[src/include/hbss_defs.svh]
// Purpose: offsets, field positions, reset values and timing for the
//          holding brake stop sequencer
// Assumes: 32-bit apb data, 8-bit byte address
// Notes:   definitions only
`ifndef HBSS_DEFS_SVH
`define HBSS_DEFS_SVH
// register byte offsets
`define HBSS_OFS_CFG 8'h00
`define HBSS_OFS_DELAY 8'h04
`define HBSS_OFS_SPEED 8'h08
`define HBSS_OFS_WAIT 8'h0c
`define HBSS_OFS_MAXSPD 8'h10
`define HBSS_OFS_STATUS 8'h14
`define HBSS_OFS_RESTART 8'h18
`define HBSS_OFS_IRQ_STAT 8'h1c
`define HBSS_OFS_IRQ_CLR 8'h20
`define HBSS_OFS_IRQ_EN 8'h24
// cfg field positions (pending copy, applied on restart)
`define HBSS_CFG_ALLOC_LSB 0
`define HBSS_CFG_SOFF_LSB 2
`define HBSS_CFG_G2_BIT 4
// reset values and limits of the settings
`define HBSS_CFG_RST 5'h00
`define HBSS_DELAY_RST 6'h00
`define HBSS_DELAY_MAX 6'h32
`define HBSS_SPEED_RST 14'h0064
`define HBSS_SPEED_MAX 14'h2710
`define HBSS_WAIT_RST 7'h32
`define HBSS_WAIT_MIN 7'h0a
`define HBSS_WAIT_MAX 7'h64
`define HBSS_MAXSPD_RST 14'h1770
`define HBSS_ZERO_SPEED 14'h0014
// stop method codes
`define HBSS_SOFF_COAST 2'h2
`define HBSS_SOFF_DB_HOLD 2'h0
// interrupt bits
`define HBSS_IRQ_BRAKE 0
`define HBSS_IRQ_PWROFF 1
`define HBSS_IRQ_ALARM 2
`define HBSS_IRQ_TIMEOUT 3
// timing: tick period in ms, clock rate in MHz
`define HBSS_TICK_MS 10
`define HBSS_CLK_MHZ 200
`define HBSS_TICK_CYCLES (`HBSS_TICK_MS * 1000 * `HBSS_CLK_MHZ)
`endif

[src/include/hbss_pkg.sv]
// Purpose: types of the holding brake stop sequencer
// Assumes: nothing beyond the defs header
// Notes:   the whole module state is one packed struct
package hbss_pkg;
  // sequencer states
  typedef enum logic [2:0] {
    ST_OFF = 3'b000,   // power off, brake applied
    ST_ON = 3'b001,    // power on, brake released
    ST_DELAY = 3'b010, // brake applied, power held for the delay
    ST_WAIT = 3'b011,  // power off, rotating, brake still released
    ST_ZSTOP = 3'b100  // zero-speed stop under power
  } hbss_state_t;

  // complete register state of the block
  typedef struct packed {
    logic [1:0] son_sync_reg;
    logic [1:0] soff_sync_reg;
    logic son_d_reg;
    logic soff_d_reg;
    logic servo_req_reg;
    hbss_state_t state_reg;
    logic [6:0] cnt_reg;
    logic [31:0] pre_reg;
    logic [4:0] cfg_reg;
    logic [1:0] alloc_reg;
    logic [1:0] soff_reg;
    logic g2_reg;
    logic [5:0] delay_reg;
    logic [13:0] speed_reg;
    logic [6:0] wait_reg;
    logic [13:0] maxspd_reg;
    logic [3:0] irq_stat_reg;
    logic [3:0] irq_en_reg;
    logic [31:0] prdata_reg;
    logic pslverr_reg;
    logic [2:0] term_reg;
    logic brk_reg;
    logic pwr_reg;
    logic db_reg;
    logic zstop_reg;
  } hbss_regs_t;
endpackage

[src/hbss_sequencer.sv]
// Purpose: holding brake output and motor stop sequencing, apb registers
// Assumes: alarms, speed, torque mode and other outputs come from logic
//          on pclk; servo commands are pins
// Notes:
`timescale 1ns/100ps
`include "hbss_defs.svh"

module hbss_sequencer #(
  parameter int unsigned TICK_CYCLES = `HBSS_TICK_CYCLES, // cycles per tick
  parameter logic [13:0] ZERO_SPEED = `HBSS_ZERO_SPEED,  // stationary limit
  parameter logic [13:0] MAX_SPEED_RST = `HBSS_MAXSPD_RST // motor max rpm
) (
  input wire logic pclk,
  input wire logic presetn,
  input wire logic psel,
  input wire logic penable,
  input wire logic pwrite,
  input wire logic [7:0] paddr,
  input wire logic [31:0] pwdata,
  output logic [31:0] prdata,
  output logic pready,
  output logic pslverr,
  input wire logic servo_on_cmd,
  input wire logic servo_off_cmd,
  input wire logic alarm_group_one,
  input wire logic alarm_group_two,
  input wire logic torque_mode,
  input wire logic [13:0] motor_speed,
  input wire logic [2:0] other_out_func,
  output logic brake_release_out,
  output logic [2:0] out_term,
  output logic motor_power_on,
  output logic dynamic_brake,
  output logic zero_speed_stop,
  output logic irq
);
  import hbss_pkg::*;

  hbss_regs_t st_reg;  // registered state
  hbss_regs_t st_next; // next value
  logic son_rise;      // servo-on edge after sync
  logic soff_rise;     // servo-off edge after sync
  logic g2_zero;       // group two alarm asking zero-speed stop
  logic hard_alarm;    // alarm that cuts power at once
  logic stationary;    // motor counts as stopped
  logic [13:0] eff_thr; // clamped brake speed threshold
  logic below_thr;     // speed under effective threshold
  logic tick;          // one-cycle 10 ms enable
  logic wr_access;     // apb write in access phase
  logic [3:0] irq_ev;  // events this cycle
  logic [2:0] term_c;  // terminal values before the register

  // address decode used by the error path; the read path decodes in its own case
  function automatic logic is_mapped(input logic [7:0] a);
    case (a)
      `HBSS_OFS_CFG, `HBSS_OFS_DELAY, `HBSS_OFS_SPEED, `HBSS_OFS_WAIT,
      `HBSS_OFS_MAXSPD, `HBSS_OFS_STATUS, `HBSS_OFS_RESTART,
      `HBSS_OFS_IRQ_STAT, `HBSS_OFS_IRQ_CLR, `HBSS_OFS_IRQ_EN: begin
        return 1'b1;
      end
      default: begin
        return 1'b0;
      end
    endcase
  endfunction

  // brake released only while power is on or the motor is still spinning
  function automatic logic brk_of(input hbss_state_t s);
    return (s == ST_ON) || (s == ST_ZSTOP) || (s == ST_WAIT);
  endfunction

  // power on until the delay expires; never in wait or off
  function automatic logic pwr_of(input hbss_state_t s);
    return (s == ST_ON) || (s == ST_ZSTOP) || (s == ST_DELAY);
  endfunction

  // edge detect reads only the second sync stage
  assign son_rise = st_reg.son_sync_reg[1] & ~st_reg.son_d_reg;
  assign soff_rise = st_reg.soff_sync_reg[1] & ~st_reg.soff_d_reg;

  // group two honours its own field only outside torque control
  assign g2_zero = alarm_group_two & ~alarm_group_one & ~torque_mode &
                   ~st_reg.g2_reg;
  assign hard_alarm = alarm_group_one | (alarm_group_two & ~g2_zero);

  // threshold can never exceed what the motor can reach
  assign eff_thr = (st_reg.speed_reg > st_reg.maxspd_reg) ?
                   st_reg.maxspd_reg : st_reg.speed_reg;
  assign below_thr = motor_speed < eff_thr;
  assign stationary = motor_speed < ZERO_SPEED;

  // tick divider; restarted when an interval starts so it is exact
  assign tick = (st_reg.pre_reg == 32'(TICK_CYCLES - 1));
  assign wr_access = psel & penable & pwrite;

  // terminal mux: each pair is brake (if routed) OR its other function
  // next allocation, so a restart moves routing and brake in one edge
  for (genvar i = 0; i < 3; i++) begin : g_term
    assign term_c[i] = ((st_next.alloc_reg == 2'(i + 1)) & st_next.brk_reg) |
                       other_out_func[i];
  end

  // next-state logic for the whole block
  always_comb begin
    st_next = st_reg;
    irq_ev = 4'h0;
    // two-stage synchronisers on the command pins
    st_next.son_sync_reg = {st_reg.son_sync_reg[0], servo_on_cmd};
    st_next.soff_sync_reg = {st_reg.soff_sync_reg[0], servo_off_cmd};
    st_next.son_d_reg = st_reg.son_sync_reg[1];
    st_next.soff_d_reg = st_reg.soff_sync_reg[1];
    // servo request latch; off and alarms win over on
    if (son_rise) begin
      st_next.servo_req_reg = 1'b1;
    end
    if (soff_rise || alarm_group_one || alarm_group_two) begin
      st_next.servo_req_reg = 1'b0;
    end
    // prescaler free-runs; loads below reset it
    st_next.pre_reg = tick ? 32'h0 : st_reg.pre_reg + 32'h1;
    if (tick && (st_reg.cnt_reg != 7'h0)) begin
      st_next.cnt_reg = st_reg.cnt_reg - 7'h1;
    end
    // sequencer
    case (st_reg.state_reg)
      ST_OFF: begin
        // restart of power needs a live request and no alarm
        if (st_reg.servo_req_reg && !soff_rise && !alarm_group_one &&
            !alarm_group_two) begin
          st_next.state_reg = ST_ON;
        end
      end
      ST_ON, ST_ZSTOP: begin
        if (hard_alarm) begin
          irq_ev[`HBSS_IRQ_ALARM] = (st_reg.state_reg == ST_ON);
          if (stationary) begin
            st_next.state_reg = ST_OFF;
          end else begin
            st_next.state_reg = ST_WAIT;
            st_next.cnt_reg = st_reg.wait_reg;
            st_next.pre_reg = 32'h0;
          end
        end else if (g2_zero && st_reg.state_reg == ST_ON) begin
          irq_ev[`HBSS_IRQ_ALARM] = 1'b1;
          st_next.state_reg = ST_ZSTOP;
        end else if (st_reg.state_reg == ST_ZSTOP ? stationary :
                     (soff_rise || !st_reg.servo_req_reg)) begin
          // stopped: brake now, power after the programmed delay
          if (!stationary) begin
            st_next.state_reg = ST_WAIT;
            st_next.cnt_reg = st_reg.wait_reg;
            st_next.pre_reg = 32'h0;
          end else if (st_reg.delay_reg == 6'h0) begin
            st_next.state_reg = ST_OFF;
          end else begin
            st_next.state_reg = ST_DELAY;
            st_next.cnt_reg = {1'b0, st_reg.delay_reg};
            st_next.pre_reg = 32'h0;
          end
        end
      end
      ST_DELAY: begin
        // a hard alarm overrides the delay and drops power now
        if (hard_alarm || st_reg.cnt_reg == 7'h0) begin
          st_next.state_reg = ST_OFF;
        end
      end
      ST_WAIT: begin
        // whichever comes first: slow enough, or waited long enough
        if (below_thr || st_reg.cnt_reg == 7'h0) begin
          st_next.state_reg = ST_OFF;
          irq_ev[`HBSS_IRQ_TIMEOUT] = !below_thr;
        end
      end
      default: begin
        st_next.state_reg = ST_OFF;
      end
    endcase
    // apb writes take effect in the access phase
    if (wr_access) begin
      case (paddr)
        `HBSS_OFS_CFG: begin
          st_next.cfg_reg = pwdata[4:0];
        end
        `HBSS_OFS_DELAY: begin
          st_next.delay_reg = (pwdata[5:0] > `HBSS_DELAY_MAX ||
                               pwdata[31:6] != 26'h0) ?
                              `HBSS_DELAY_MAX : pwdata[5:0];
        end
        `HBSS_OFS_SPEED: begin
          st_next.speed_reg = (pwdata[13:0] > `HBSS_SPEED_MAX ||
                               pwdata[31:14] != 18'h0) ?
                              `HBSS_SPEED_MAX : pwdata[13:0];
        end
        `HBSS_OFS_WAIT: begin
          if (pwdata[6:0] > `HBSS_WAIT_MAX || pwdata[31:7] != 25'h0) begin
            st_next.wait_reg = `HBSS_WAIT_MAX;
          end else if (pwdata[6:0] < `HBSS_WAIT_MIN) begin
            st_next.wait_reg = `HBSS_WAIT_MIN;
          end else begin
            st_next.wait_reg = pwdata[6:0];
          end
        end
        `HBSS_OFS_MAXSPD: begin
          st_next.maxspd_reg = pwdata[13:0];
        end
        `HBSS_OFS_RESTART: begin
          // restart-only fields become live here
          if (pwdata[0]) begin
            st_next.alloc_reg =
              st_reg.cfg_reg[`HBSS_CFG_ALLOC_LSB +: 2];
            st_next.soff_reg =
              st_reg.cfg_reg[`HBSS_CFG_SOFF_LSB +: 2];
            st_next.g2_reg = st_reg.cfg_reg[`HBSS_CFG_G2_BIT];
          end
        end
        `HBSS_OFS_IRQ_EN: begin
          st_next.irq_en_reg = pwdata[3:0];
        end
        default: begin
        end
      endcase
    end
    // outputs follow the next state so they change with it
    st_next.brk_reg = brk_of(st_next.state_reg);
    st_next.pwr_reg = pwr_of(st_next.state_reg);
    st_next.zstop_reg = (st_next.state_reg == ST_ZSTOP);
    // db while stopping unless coast; held after stop only in mode 0
    st_next.db_reg =
      ((st_next.state_reg == ST_WAIT) &&
       (st_next.soff_reg != `HBSS_SOFF_COAST)) ||
      ((st_next.state_reg == ST_OFF) &&
       (st_next.soff_reg == `HBSS_SOFF_DB_HOLD));
    st_next.term_reg = term_c;
    // events; set wins over a clear in the same cycle
    irq_ev[`HBSS_IRQ_BRAKE] = st_reg.brk_reg & ~st_next.brk_reg;
    irq_ev[`HBSS_IRQ_PWROFF] = st_reg.pwr_reg & ~st_next.pwr_reg;
    if (wr_access && paddr == `HBSS_OFS_IRQ_CLR) begin
      st_next.irq_stat_reg = st_reg.irq_stat_reg & ~pwdata[3:0];
    end
    st_next.irq_stat_reg = st_next.irq_stat_reg | irq_ev;
    // read data and error captured in the setup phase
    if (psel && !penable) begin
      st_next.pslverr_reg = !is_mapped(paddr);
      case (paddr)
        `HBSS_OFS_CFG: st_next.prdata_reg = {27'h0, st_reg.cfg_reg};
        `HBSS_OFS_DELAY: st_next.prdata_reg = {26'h0, st_reg.delay_reg};
        `HBSS_OFS_SPEED: st_next.prdata_reg = {18'h0, st_reg.speed_reg};
        `HBSS_OFS_WAIT: st_next.prdata_reg = {25'h0, st_reg.wait_reg};
        `HBSS_OFS_MAXSPD: st_next.prdata_reg = {18'h0, st_reg.maxspd_reg};
        `HBSS_OFS_STATUS: begin
          st_next.prdata_reg = {20'h0, st_reg.g2_reg, st_reg.soff_reg,
                                st_reg.alloc_reg, st_reg.servo_req_reg,
                                st_reg.db_reg, st_reg.pwr_reg,
                                st_reg.brk_reg, st_reg.state_reg};
        end
        `HBSS_OFS_IRQ_STAT: st_next.prdata_reg = {28'h0, st_reg.irq_stat_reg};
        `HBSS_OFS_IRQ_EN: st_next.prdata_reg = {28'h0, st_reg.irq_en_reg};
        default: st_next.prdata_reg = 32'h0;
      endcase
    end
  end

  // state register; reset gives brake applied and power off
  always_ff @(posedge pclk or negedge presetn) begin
    if (!presetn) begin
      st_reg <= '0;
      st_reg.state_reg <= ST_OFF;
      st_reg.cfg_reg <= `HBSS_CFG_RST;
      st_reg.delay_reg <= `HBSS_DELAY_RST;
      st_reg.speed_reg <= `HBSS_SPEED_RST;
      st_reg.wait_reg <= `HBSS_WAIT_RST;
      st_reg.maxspd_reg <= MAX_SPEED_RST;
      st_reg.db_reg <= 1'b1;
    end else begin
      st_reg <= st_next;
    end
  end

  // ports
  assign prdata = st_reg.prdata_reg;
  assign pready = 1'b1;
  assign pslverr = st_reg.pslverr_reg & psel & penable;
  assign brake_release_out = st_reg.brk_reg;
  assign out_term = st_reg.term_reg;
  assign motor_power_on = st_reg.pwr_reg;
  assign dynamic_brake = st_reg.db_reg;
  assign zero_speed_stop = st_reg.zstop_reg;
  assign irq = |(st_reg.irq_stat_reg & st_reg.irq_en_reg);
endmodule // hbss_sequencer

[config.mk]
export PLATFORM = sky130hd
export DESIGN_NAME = hbss_sequencer
export DESIGN_NICKNAME = d
export VERILOG_FILES = /design/src/include/hbss_pkg.sv /design/src/hbss_sequencer.sv
export VERILOG_INCLUDE_DIRS = /design/src /design/src/include
export SDC_FILE = /design/constraint.sdc
export NUM_CORES = 1
export LEC_CHECK = 0
export ABC_AREA = 1
export BUFFER_PORTS_ARGS = -buffer_cell sky130_fd_sc_hd__buf_2
export CAP_MARGIN = 5
export CELL_PAD_IN_SITES_DETAIL_PLACEMENT = 0
export CELL_PAD_IN_SITES_GLOBAL_PLACEMENT = 2
export CORE_UTILIZATION = 37
export DETAILED_ROUTE_END_ITERATION = 6
export GPL_ROUTABILITY_DRIVEN = 1
export PLACE_DENSITY = 0.89
export SKIP_LAST_GASP = 1
export SLEW_MARGIN = 10
export SYNTH_ARGS = -nofsm -noshare
export SYNTH_HDL_FRONTEND = slang
export SYNTH_SLANG_ARGS = --single-unit
[constraint.sdc]
create_clock -name pclk -period 9.9 [get_ports pclk]
set_input_delay 0.495 -clock pclk [delete_from_list [all_inputs] [get_ports pclk]]
set_output_delay 0.495 -clock pclk [all_outputs]
set_load 0.02 [all_outputs]
==> out/qor.csv, run 1 <==
stage,metric,value,unit
layout,Area Growth Syn to Fin,14.3,%
detailed_routing,Starting DRT DRC Count,477,
detailed_routing,drt first pass iters,7,
clock_network,Worst-path clk slew,0.06,ns
power,PwrDens,163,nW/um^2
detailed_routing,count of unresolved DRC violations after routing,0,
logic_synthesis,Post-synth EDFFs,0,
clock_network,hold buffer count at CTS,0,
layout,"Net count, final",1199,
clock_network,clk_lat worst skew,0.43,ns
clock_network,Clock Tree Root,clkbuf_16,
logic_synthesis,Post-synth ARST share,100,%
detailed_routing,routed wire length,22900,um
clock_network,cts repair resizes,0,
global_routing,global route overflow,0,
detailed_routing,Via-to-Cell Ratio,5.03,
die,Initial Utilization,37.8,%
placed_design,DP HPWL,17600,um
sta,Final Hold Vio Count,0,
die,Site Rows,53,
power,P_leak,4.69,nW
power,maximum vdd drop,87.0,uV
sta,Tightest Pin Transition,1.05,ns
die,Core Area,21100,um^2
layout,layout cells sized above 1,15.9,%
worst_setup_path,Worst Path Max Fanout,27,
global_routing,vias in the first global route,6671,
worst_setup_path,CP Launch Type,flip-flop,
clock_network,maximum clock insertion buffer count,2,
sta,Final Critical Period,3.39,ns
run,MaxCap Viol Count,0,
detailed_routing,via count,6994,
clock_network,Sink Count,130,
worst_setup_path,crit path kind,reg -> reg,
clock_network,H-tree depth,4,
sta,final setup vio count,0,
logic_synthesis,top_reg_cell synth,dfrtp_1,
global_routing,largest net degree at the start of global routing,68,
layout,design area,9110,um^2
sta,Slew HR,28.9,%
detailed_routing,"antenna viol nets, final",0,
worst_setup_path,Worst EP required,10.22,ns
detailed_routing,WL/cell,16.4,um
logic_synthesis,syn_area_per_cell,7.73,um^2
die,Die Span Y,149,um
die,num ports,109,
sta,Final Max Slew Viols,0,
global_routing,global-route wire length before repair,36200,um
clock_network,CTS tree,yes,
sta,crit share post-route,34.2,%
worst_setup_path,Critical Path AT,3.71,ns
logic_synthesis,"Distinct cells, synth",57,
placed_design,DP Area,8480,um^2
logic_synthesis,Mapped Area,7970,um^2
sta,Post-Route Skew,0.00866,ns
status,status,finished clean,
clock_network,CTS buffer count,17,
layout,Ant. Diodes,0,
placed_design,Buffers on Ports,89,
global_routing,All-Layer GR Usage,21.7,%
die,Die Span X,149,um
logic_synthesis,post-synthesis sequential area ratio,41.0,%
die,die area,22100,um^2
logic_synthesis,Mapped Cells,1031,
placed_design,routability congestion estimate,0.831,
layout,max reg flops,105,
sta,FMAX,0.295,GHz
worst_setup_path,endpoint type of the worst setup path,flip-flop,
layout,fin util,43.2,%
logic_synthesis,yosys warns,0,
clock_network,post-CTS setup buffer count,0,
sta,RSZ-0062 raised after global routing,false,
worst_hold_path,class of the worst hold path,in -> async,
global_routing,initial antenna violation count,0,
logic_synthesis,Synth Register Bits,130,
sta,Setup TNS,0,ns
==> layout make-up <==
class / count / area [um^2]
inverters: 196 / 736
repair buffers: 91 / 467
flip-flops and latches: 130 / 3270
clock buffers: 23 / 478
fillers: 2174 / 12000
multi-input cells: 666 / 3660
well taps: 275 / 344
clock inverters: 9 / 155
==> where the power goes <==
| part | switching [mW] | total [mW] | internal (mW) |
|---|---|---|---|
| clock | 0.242 | 0.683 | 0.441 |
| combinational | 0.125 | 0.195 | 0.0695 |
| sequential | 0.0343 | 0.604 | 0.570 |
| total | 0.402 | 1.48 | 1.08 |
==> synthesized netlist by cell type (9+ instances only) <==
cell type,number,area (um^2)
inv_1,190,713
nand2_1,185,694
dfrtp_1,116,2900
o21ai_0,83,415
nor2_1,64,240
nand3_1,49,245
o22ai_1,41,257
buf_4,36,270
a21oi_1,34,170
ha_1,30,375
nand4_1,29,181
nor3_1,19,95.1
dfstp_2,14,368
xor2_1,14,123
nor4_1,12,75.1
buf_2,9,45.0
nand2_2,9,56.3
==> logic make-up after synthesis <==
logic type | count (synthesis) | synth area share, %
other cells | 2 | 0.0942
flops | 130 | 41.0
fa+ha+maj | 30 | 4.71
xor+xnor | 14 | 1.54
compound gates | 193 | 14.0
buf+inv | 252 | 13.8
simple gates | 410 | 24.8
==> routing by layer <==
layer | wire length, um | GRT usage (%) | vias to the layer above
li1 | - | - | 3502
met1 | 11100 | 30.4 | 3252
met2 | 9900 | 32.7 | 201
met3 | 1120 | 4.28 | 39
met4 | 712 | 8.88 | 0
met5 | 0 | 0 | -
==> final timing paths <==
kind,start,to,slack (ns),depth (start not counted)
setup / recovery,st_reg[60],out_term[0],6.51,19
hold / removal,presetn,st_reg[141],0.06,1
setup reg to reg,st_reg[60],out_term[0],6.51,19
hold reg to reg,st_next[142],st_reg[142],0.37,0
max in group asynchronous,presetn,st_reg[89],8.53,2
min in group pclk,servo_off_cmd,st_next[145],0.18,1
==> critical path, cell delays in order, from the launching register on <==
cell	delay, ns
dfstp_2	0.53
inv_1	0.05
ha_1	0.26
nand2_1	0.06
nor2_1	0.14
inv_1	0.05
nor2_1	0.14
nand4_1	0.15
nand2_2	0.37
o21ai_0	0.15
ha_1	0.31
a21oi_1	0.13
nor2_1	0.05
a211oi_1	0.16
o221a_2	0.22
nand2_2	0.07
nand2_2	0.11
nand3_2	0.15
nand3_1	0.11
nand2_1	0.05
==> placed cells by master, fill, tap and decap left out, types with 5 or more instances in the layout <==
cell type  instances
o211ai_1           5
o22ai_1           41
dfstp_2           14
nand4_1           29
conb_1            19
clkbuf_16         17
buf_2             88
nand2_2            9
nor3_1            19
a21oi_1           34
dfrtp_1          116
nand3_2            5
inv_1            190
inv_2              5
ha_1              30
a221oi_1           6
nor2_2             6
xor2_1            14
nand3_1           49
nor2_1            64
nand2_1          185
nor4_1            12
o21ai_0           83
==> per-stage QoR <==
| stage | setup WS [ns] | power [mW] | hold WS (ns) | instances |
|---|---|---|---|---|
| 2_1_floorplan | 6.80 | 0.744 | 0.199 | 1048 |
| 5_1_grt | 6.15 | 1.55 | 0.110 | 1390 |
| 6_report | 6.51 | 1.48 | 0.0565 | 1390 |
| 3_5_place_dp | 6.49 | 0.809 | 0.356 | 1358 |
| 4_1_cts | 6.49 | 1.50 | 0.0913 | 1390 |
| 3_3_place_gp | 6.54 | 0.807 | 0.358 | 1358 |
(Power assumes the default switching activity.)
==> run 2: changes to the inputs <==
Settings changed: CORE_UTILIZATION 37 to 31, PLACE_DENSITY 0.89 to 0.8.
Clock period 9.9 ns to 2.8 ns, I/O delays scaled along.
==> run 2 against run 1 <==
Effect of this change:
- register-to-register slack got worse by 6.8 ns
- clock power rose to 3.2 times the previous value
- flip-flop and latch count did not move
- critical path depth rose by 4
- largest power group unchanged
- die area rose by 19%
- the run now ends with negative setup slack left
- via count rose by 5.4%
- non-clock buffer count rose by 68
- clock skew rose by 0.0028 ns
- cell area rose by 9.5%
==> out/qor.csv, run 2 (same netlist as run 1, synthesis figures left out) <==
stage,metric,value,unit,change
sta,Final Critical Period,3.12,ns,was 3.39 ns
global_routing,global route overflow,0,,unchanged
clock_network,clk_lat worst skew,0.43,ns,about the same
die,Die Span X,162,um,was 149 um
clock_network,Sink Count,130,,unchanged
clock_network,CTS tree,yes,,unchanged
status,status,finished with violations,,was finished clean
worst_setup_path,"most used cell, CP",nand2_2,,
sta,FMAX,0.320,GHz,was 0.295 GHz
layout,"commonest cells after routing, fill and taps aside","183 x inv_1, 173 x nand2_1, 116 x dfrtp_1",,"was 190 x inv_1, 185 x nand2_1, 116 x dfrtp_1"
detailed_routing,routed wire length,24900,um,was 22900 um
worst_setup_path,endpoint type of the worst setup path,flip-flop,,unchanged
global_routing,initial antenna violation count,0,,unchanged
die,Die Span Y,162,um,was 149 um
clock_network,H-tree depth,4,,unchanged
worst_setup_path,"critical path, cell by cell",inv_2 > ha_4 > nand2_2 > inv_2 > nand3_2 > nor2_2 > nand2_1 > nand2_2 > nand2_4 > buf_6 > buf_6 > nand2_2 > o21ai_2 > ha_1 > buf_6 > a211oi_2 > nand2_1 > nand2_2 > nand2_4 > nand2_8 > nand3_4 > nand3_2 > nand2_1,,was inv_1 > ha_1 > nand2_1 > nor2_1 > inv_1 > nor2_1 > nand4_1 > nand2_2 > o21ai_0 > ha_1 > a21oi_1 > nor2_1 > a211oi_1 > o221a_2 > nand2_2 > nand2_2 > nand3_2 > nand3_1 > nand2_1
detailed_routing,drt first pass iters,7,,unchanged
worst_setup_path,Worst EP required,3.11,ns,was 10.22 ns
sta,Post-Route Skew,0.0115,ns,was 0.00866 ns
worst_setup_path,crit path kind,reg -> reg,,unchanged
worst_hold_path,class of the worst hold path,in -> reg,,was in -> async
power,PwrDens,512,nW/um^2,was 163 nW/um^2
global_routing,global-route wire length before repair,39900,um,was 36200 um
die,Initial Utilization,31.7,%,was 37.8%
sta,Final Worst Setup Slack,-0.324,ns,was 6.51 ns
clock_network,CTS buffer count,17,,unchanged
die,num ports,109,,unchanged
power,maximum vdd drop,366,uV,was 87.0 uV
worst_setup_path,critical path's slowest cell,dfstp_2,,unchanged
layout,"commonest non-fill, non-tap cell in the layout",inv_1,,unchanged
sta,final setup vio count,11,,was 0
placed_design,routability congestion estimate,0.863,,was 0.831
layout,Ant. Diodes,0,,unchanged
global_routing,vias in the first global route,7289,,was 6671
worst_setup_path,Buf/Inv on CP,5,,was 2
sta,Setup TNS,-2.78,ns,was 0 ns
sta,Final Hold Vio Count,0,,unchanged
layout,fillers,2594,,was 2174
detailed_routing,via count,7375,,was 6994
worst_setup_path,CP Launch Type,flip-flop,,unchanged
die,die area,26400,um^2,was 22100 um^2
sta,Tightest Pin Transition,0.757,ns,was 1.05 ns
detailed_routing,Via-to-Cell Ratio,4.87,,was 5.03
run,MaxCap Viol Count,0,,unchanged
global_routing,largest net degree at the start of global routing,56,,was 68
detailed_routing,"antenna viol nets, final",0,,unchanged
layout,max reg flops,105,,unchanged
die,Core Area,25200,um^2,was 21100 um^2
worst_setup_path,Critical Path AT,3.43,ns,was 3.71 ns
placed_design,DP HPWL,19200,um,was 17600 um
detailed_routing,Starting DRT DRC Count,409,,was 477
detailed_routing,count of unresolved DRC violations after routing,0,,unchanged
sta,crit share post-route,112,%,was 34.2%
clock_network,Worst-path clk slew,0.07,ns,was 0.06 ns
sta,RSZ-0062 raised after global routing,true,,was false
placed_design,Buffers on Ports,89,,unchanged
layout,"Net count, final",1268,,was 1199
status,failing checks,negative setup slack,,
worst_setup_path,Worst Path Max Fanout,6,,was 27
sta,hold slack,0.00937,ns,was 0.0565 ns
global_routing,All-Layer GR Usage,19.8,%,was 21.7%
sta,Slew HR,49.5,%,was 28.9%
clock_network,maximum clock insertion buffer count,2,,unchanged
placed_design,Setup WS pre-CTS,-0.465,ns,was 6.49 ns
layout,layout cells sized above 1,23.8,%,was 15.9%
die,Site Rows,58,,was 53
power,P_leak,5.07,nW,was 4.69 nW
layout,Area Growth Syn to Fin,25.2,%,was 14.3%
power,overall power,5.12,mW,was 1.48 mW
worst_setup_path,CP peak stage delay,0.54,ns,was 0.53 ns
clock_network,Clock Tree Root,clkbuf_16,,unchanged
sta,Final Max Slew Viols,0,,unchanged
worst_setup_path,Top Family by Delay on Critical Path,simple AND/OR/NAND/NOR gates,,unchanged
detailed_routing,WL/cell,16.5,um,was 16.4 um
-- run 2: cell count changes in the layout (fill, tap and decap cells not counted), moves of 7 or more --
| cell | change |
|---|---|
| nand2_2 | +8 |
| nand2_1 | -12 |
| inv_2 | +7 |
| nand3_2 | +8 |
| inv_1 | -7 |
| buf_6 | +7 |
| buf_4 | +46 |
| nand3_1 | -9 |
| dlygate4sd3_1 | +13 |
-- run 2: per-stage QoR --
stage	utilization [%]	cell area, um^2	cells
6_report	39.6	9980	1514
5_1_grt	39.6	9980	1514
4_1_cts	38.9	9790	1511
3_5_place_dp	35.5	8940	1457
3_3_place_gp	35.5	8940	1457
2_1_floorplan	-	8090	1048
-- run 2: cell type report --
class	count	area (um^2)	share of cell area [%]
tap	330	413	4.14
clock inverter	13	126	1.27
clock buffer	19	453	4.54
multi-input combinational	667	3920	39.3
sequential	130	3270	32.8
inverter	196	736	7.37
timing repair buffer	159	1060	10.6
-- run 2: repair_timing --
item                                    4_1_cts  5_1_grt
pin swaps                                    16       31
endpoints found under the hold margin        64        0
cloned                                        1        0
buffers inserted                              8        4
hold buffers                                 13        0
endpoints found under the setup margin       11       11
resized for setup                            22       39
-- run 2: metal layers --
layer	vias to the layer above	GRT usage (%)	share of wire, %
li1	3640	-	-
met1	3531	27.5	47
met2	181	31.6	46
met3	23	2.52	4.4
met4	0	6.69	2.0
met5	-	0	0
-- run 2: final timing paths --
check	startpoint	endpoint	slack [ns]	cells after the start
min in group asynchronous	presetn	st_reg[101]	0.22	2
setup / recovery	st_reg[57]	out_term[1]	-0.32	23
hold reg to reg	st_next[145]	st_next[142]	0.36	0
hold / removal	pwdata[5]	st_reg[88]	0.009	3
max in group asynchronous	presetn	st_reg[127]	1.80	3
setup reg to reg	st_reg[57]	out_term[1]	-0.32	23
-- run 2: worst reg2reg max path: stages (launching register included) --
cell,delay (ns)
dfstp_2,0.54
inv_2,0.05
ha_4,0.26
nand2_2,0.05
inv_2,0.06
nand3_2,0.06
nor2_2,0.12
nand2_1,0.07
nand2_2,0.10
nand2_4,0.06
buf_6,0.14
buf_6,0.11
nand2_2,0.05
o21ai_2,0.05
ha_1,0.33
buf_6,0.13
a211oi_2,0.22
nand2_1,0.09
nand2_2,0.08
nand2_4,0.07
nand2_8,0.08
nand3_4,0.12
nand3_2,0.11
nand2_1,0.05
-- run 2: report_power, final --
group	internal (mW)	switching (mW)	leakage, nW
combinational	0.304	0.478	3.20
sequential	2.02	0.116	1.60
clock	1.28	0.918	0.279
total	3.60	1.51	5.07
==> run 3: changes to the inputs <==
Settings changed: CORE_UTILIZATION 31 to 37, PLACE_DENSITY 0.8 to 0.89.
Clock period 2.8 ns to 3.6 ns, I/O delays scaled along.
==> run 3 against run 2 <==
Effect of this change:
- the flow now finishes without violations
- register-to-register slack improved by 0.67 ns
- sequential share of layout area rose by 2.3 points
- combinational power fell by 29%
- power fell by 18%
- non-clock buffer count fell by 49
- count of clock-buffer cells in the layout rose by 1
- setup slack improved by 0.67 ns
- routed wire length fell by 6.3%
==> out/qor.csv, run 3 (same netlist as run 1, synthesis figures left out) <==
stage,metric,value,unit,change
detailed_routing,routed wire length,23400,um,was 24900 um
clock_network,CTS buffer count,17,,unchanged
sta,RSZ-0062 raised after global routing,false,,was true
run,MaxCap Viol Count,0,,unchanged
worst_setup_path,critical path's slowest cell,dfstp_2,,unchanged
status,status,finished clean,,was finished with violations
clock_network,post-CTS setup buffer count,0,,was 8
detailed_routing,count of unresolved DRC violations after routing,0,,unchanged
global_routing,global route overflow,0,,unchanged
worst_setup_path,CP peak stage delay,0.54,ns,about the same
power,P_leak,4.81,nW,was 5.07 nW
layout,"Net count, final",1218,,was 1268
placed_design,Buffers on Ports,89,,unchanged
sta,Final Max Slew Viols,0,,unchanged
clock_network,H-tree depth,4,,unchanged
worst_setup_path,endpoint type of the worst setup path,flip-flop,,unchanged
die,die area,22100,um^2,was 26400 um^2
detailed_routing,"antenna viol nets, final",0,,unchanged
detailed_routing,WL/cell,16.6,um,was 16.5 um
sta,Post-Route Skew,0.0130,ns,was 0.0115 ns
placed_design,DP HPWL,17800,um,was 19200 um
detailed_routing,drt first pass iters,5,,was 7
global_routing,vias in the first global route,6879,,was 7289
power,maximum vdd drop,193,uV,was 366 uV
placed_design,routability congestion estimate,0.837,,was 0.863
layout,max reg flops,105,,unchanged
layout,"commonest cells after routing, fill and taps aside","190 x inv_1, 185 x nand2_1, 116 x dfrtp_1",,"was 183 x inv_1, 173 x nand2_1, 116 x dfrtp_1"
sta,Tightest Pin Transition,0.956,ns,was 0.757 ns
worst_setup_path,crit path kind,reg -> reg,,unchanged
global_routing,initial antenna violation count,0,,unchanged
layout,Ant. Diodes,0,,unchanged
die,Die Span X,149,um,was 162 um
clock_network,Clock Tree Root,clkbuf_16,,unchanged
clock_network,CTS tree,yes,,unchanged
layout,design area,9340,um^2,was 9980 um^2
sta,Setup TNS,0,ns,was -2.78 ns
global_routing,All-Layer GR Usage,22.2,%,was 19.8%
placed_design,DP Area,8550,um^2,was 8940 um^2
detailed_routing,via count,7085,,was 7375
worst_setup_path,Critical Path AT,3.57,ns,was 3.43 ns
global_routing,largest net degree at the start of global routing,89,,was 56
sta,FMAX,0.307,GHz,was 0.320 GHz
die,Die Span Y,149,um,was 162 um
worst_hold_path,class of the worst hold path,in -> reg,,unchanged
detailed_routing,Via-to-Cell Ratio,5.03,,was 4.87
sta,crit share post-route,90.5,%,was 112%
clock_network,clk_lat worst skew,0.43,ns,about the same
sta,Final Hold Vio Count,0,,unchanged
layout,"commonest non-fill, non-tap cell in the layout",inv_1,,unchanged
die,Initial Utilization,37.8,%,was 31.7%
die,Core Area,21100,um^2,was 25200 um^2
clock_network,Worst-path clk slew,0.06,ns,was 0.07 ns
worst_setup_path,"critical path, cell by cell",inv_1 > ha_1 > nand2_1 > nor2_2 > inv_1 > nor2_1 > nand4_1 > nand2_4 > buf_4 > nand2_1 > o21ai_0 > ha_1 > a21oi_1 > nor2_1 > a211oi_1 > nand2_1 > nand2_1 > nand2_2 > nand2_4 > nand3_1 > nand4_1 > nand2_1,,was inv_2 > ha_4 > nand2_2 > inv_2 > nand3_2 > nor2_2 > nand2_1 > nand2_2 > nand2_4 > buf_6 > buf_6 > nand2_2 > o21ai_2 > ha_1 > buf_6 > a211oi_2 > nand2_1 > nand2_2 > nand2_4 > nand2_8 > nand3_4 > nand3_2 > nand2_1
die,num ports,109,,unchanged
clock_network,Sink Count,130,,unchanged
layout,Area Growth Syn to Fin,17.2,%,was 25.2%
worst_setup_path,CP Launch Type,flip-flop,,unchanged
worst_setup_path,Buf/Inv on CP,3,,was 5
die,Site Rows,53,,was 58
clock_network,maximum clock insertion buffer count,2,,unchanged
worst_setup_path,Worst Path Max Fanout,12,,was 6
power,PwrDens,449,nW/um^2,was 512 nW/um^2
sta,Slew HR,35.4,%,was 49.5%
sta,Final Critical Period,3.26,ns,was 3.12 ns
worst_setup_path,"most used cell, CP",nand2_1,,was nand2_2
global_routing,global-route wire length before repair,37100,um,was 39900 um
worst_setup_path,Worst EP required,3.92,ns,was 3.11 ns
detailed_routing,Starting DRT DRC Count,481,,was 409
sta,final setup vio count,0,,was 11
worst_setup_path,Top Family by Delay on Critical Path,simple AND/OR/NAND/NOR gates,,unchanged
layout,layout cells sized above 1,16.8,%,was 23.8%
[run 3: worst paths after layout]
kind                                   start            to  slack, ns  cells past startpoint
worst max register to register    st_reg[60]    st_reg[45]       0.34                     22
min in group asynchronous            presetn  st_next[142]       0.38                      2
max in group asynchronous            presetn    st_reg[53]       2.29                      3
worst min register to register  st_next[145]  st_next[142]       0.35                      0
worst min-delay path              pwdata[10]    st_reg[79]       0.02                      3
worst max-delay path              st_reg[60]    st_reg[45]       0.34                     22
[run 3: timing repair]
item | CTS | global route
setup endpoints to repair | 0 | 6
hold endpoints to repair | 88 | 0
resized for setup | 0 | 4
hold buffers | 10 | 0
[run 3: final cells by class]
type	instances	area (um^2)
clock buffer	20	467
clock inverter	12	204
fill	2177	11700
inverter	196	736
multi-input combinational	666	3680
sequential	130	3270
tap	275	344
timing repair buffer	110	634
[run 3: through the flow]
stage               instances  worst slack [ns]  hold WS [ns]  power (mW)  utilization (%)
floorplan                1048             0.500        -0.116        2.05                -
global placement         1367             0.286         0.293        2.22             40.5
detailed placement       1367             0.226         0.292        2.23             40.5
CTS                      1409             0.213       0.00605        4.22             44.2
global route             1409           0.00915        0.0298        4.38             44.3
finish                   1409             0.344        0.0248        4.19             44.3
[run 3: power breakdown]
part / leakage [nW] / switching (mW) / internal [mW]
clock: 0.318 / 0.688 / 1.29
sequential: 1.60 / 0.0957 / 1.57
combinational: 2.90 / 0.352 / 0.203
total: 4.81 / 1.14 / 3.06
[run 3: metal layers]
| metal | track usage (%) | wire length [um] | vias up |
|---|---|---|---|
| met2 | 35.4 | 10800 | 191 |
| li1 | - | - | 3530 |
| met5 | 0 | 0 | - |
| met4 | 6.33 | 311 | 0 |
| met3 | 4.10 | 985 | 18 |
| met1 | 30.6 | 11200 | 3346 |
[run 3: tightest hold or removal path, cell delays in order]
cell and delay [ns]:
buf_2 0.12, o22ai_1 0.08, inv_1 0.05
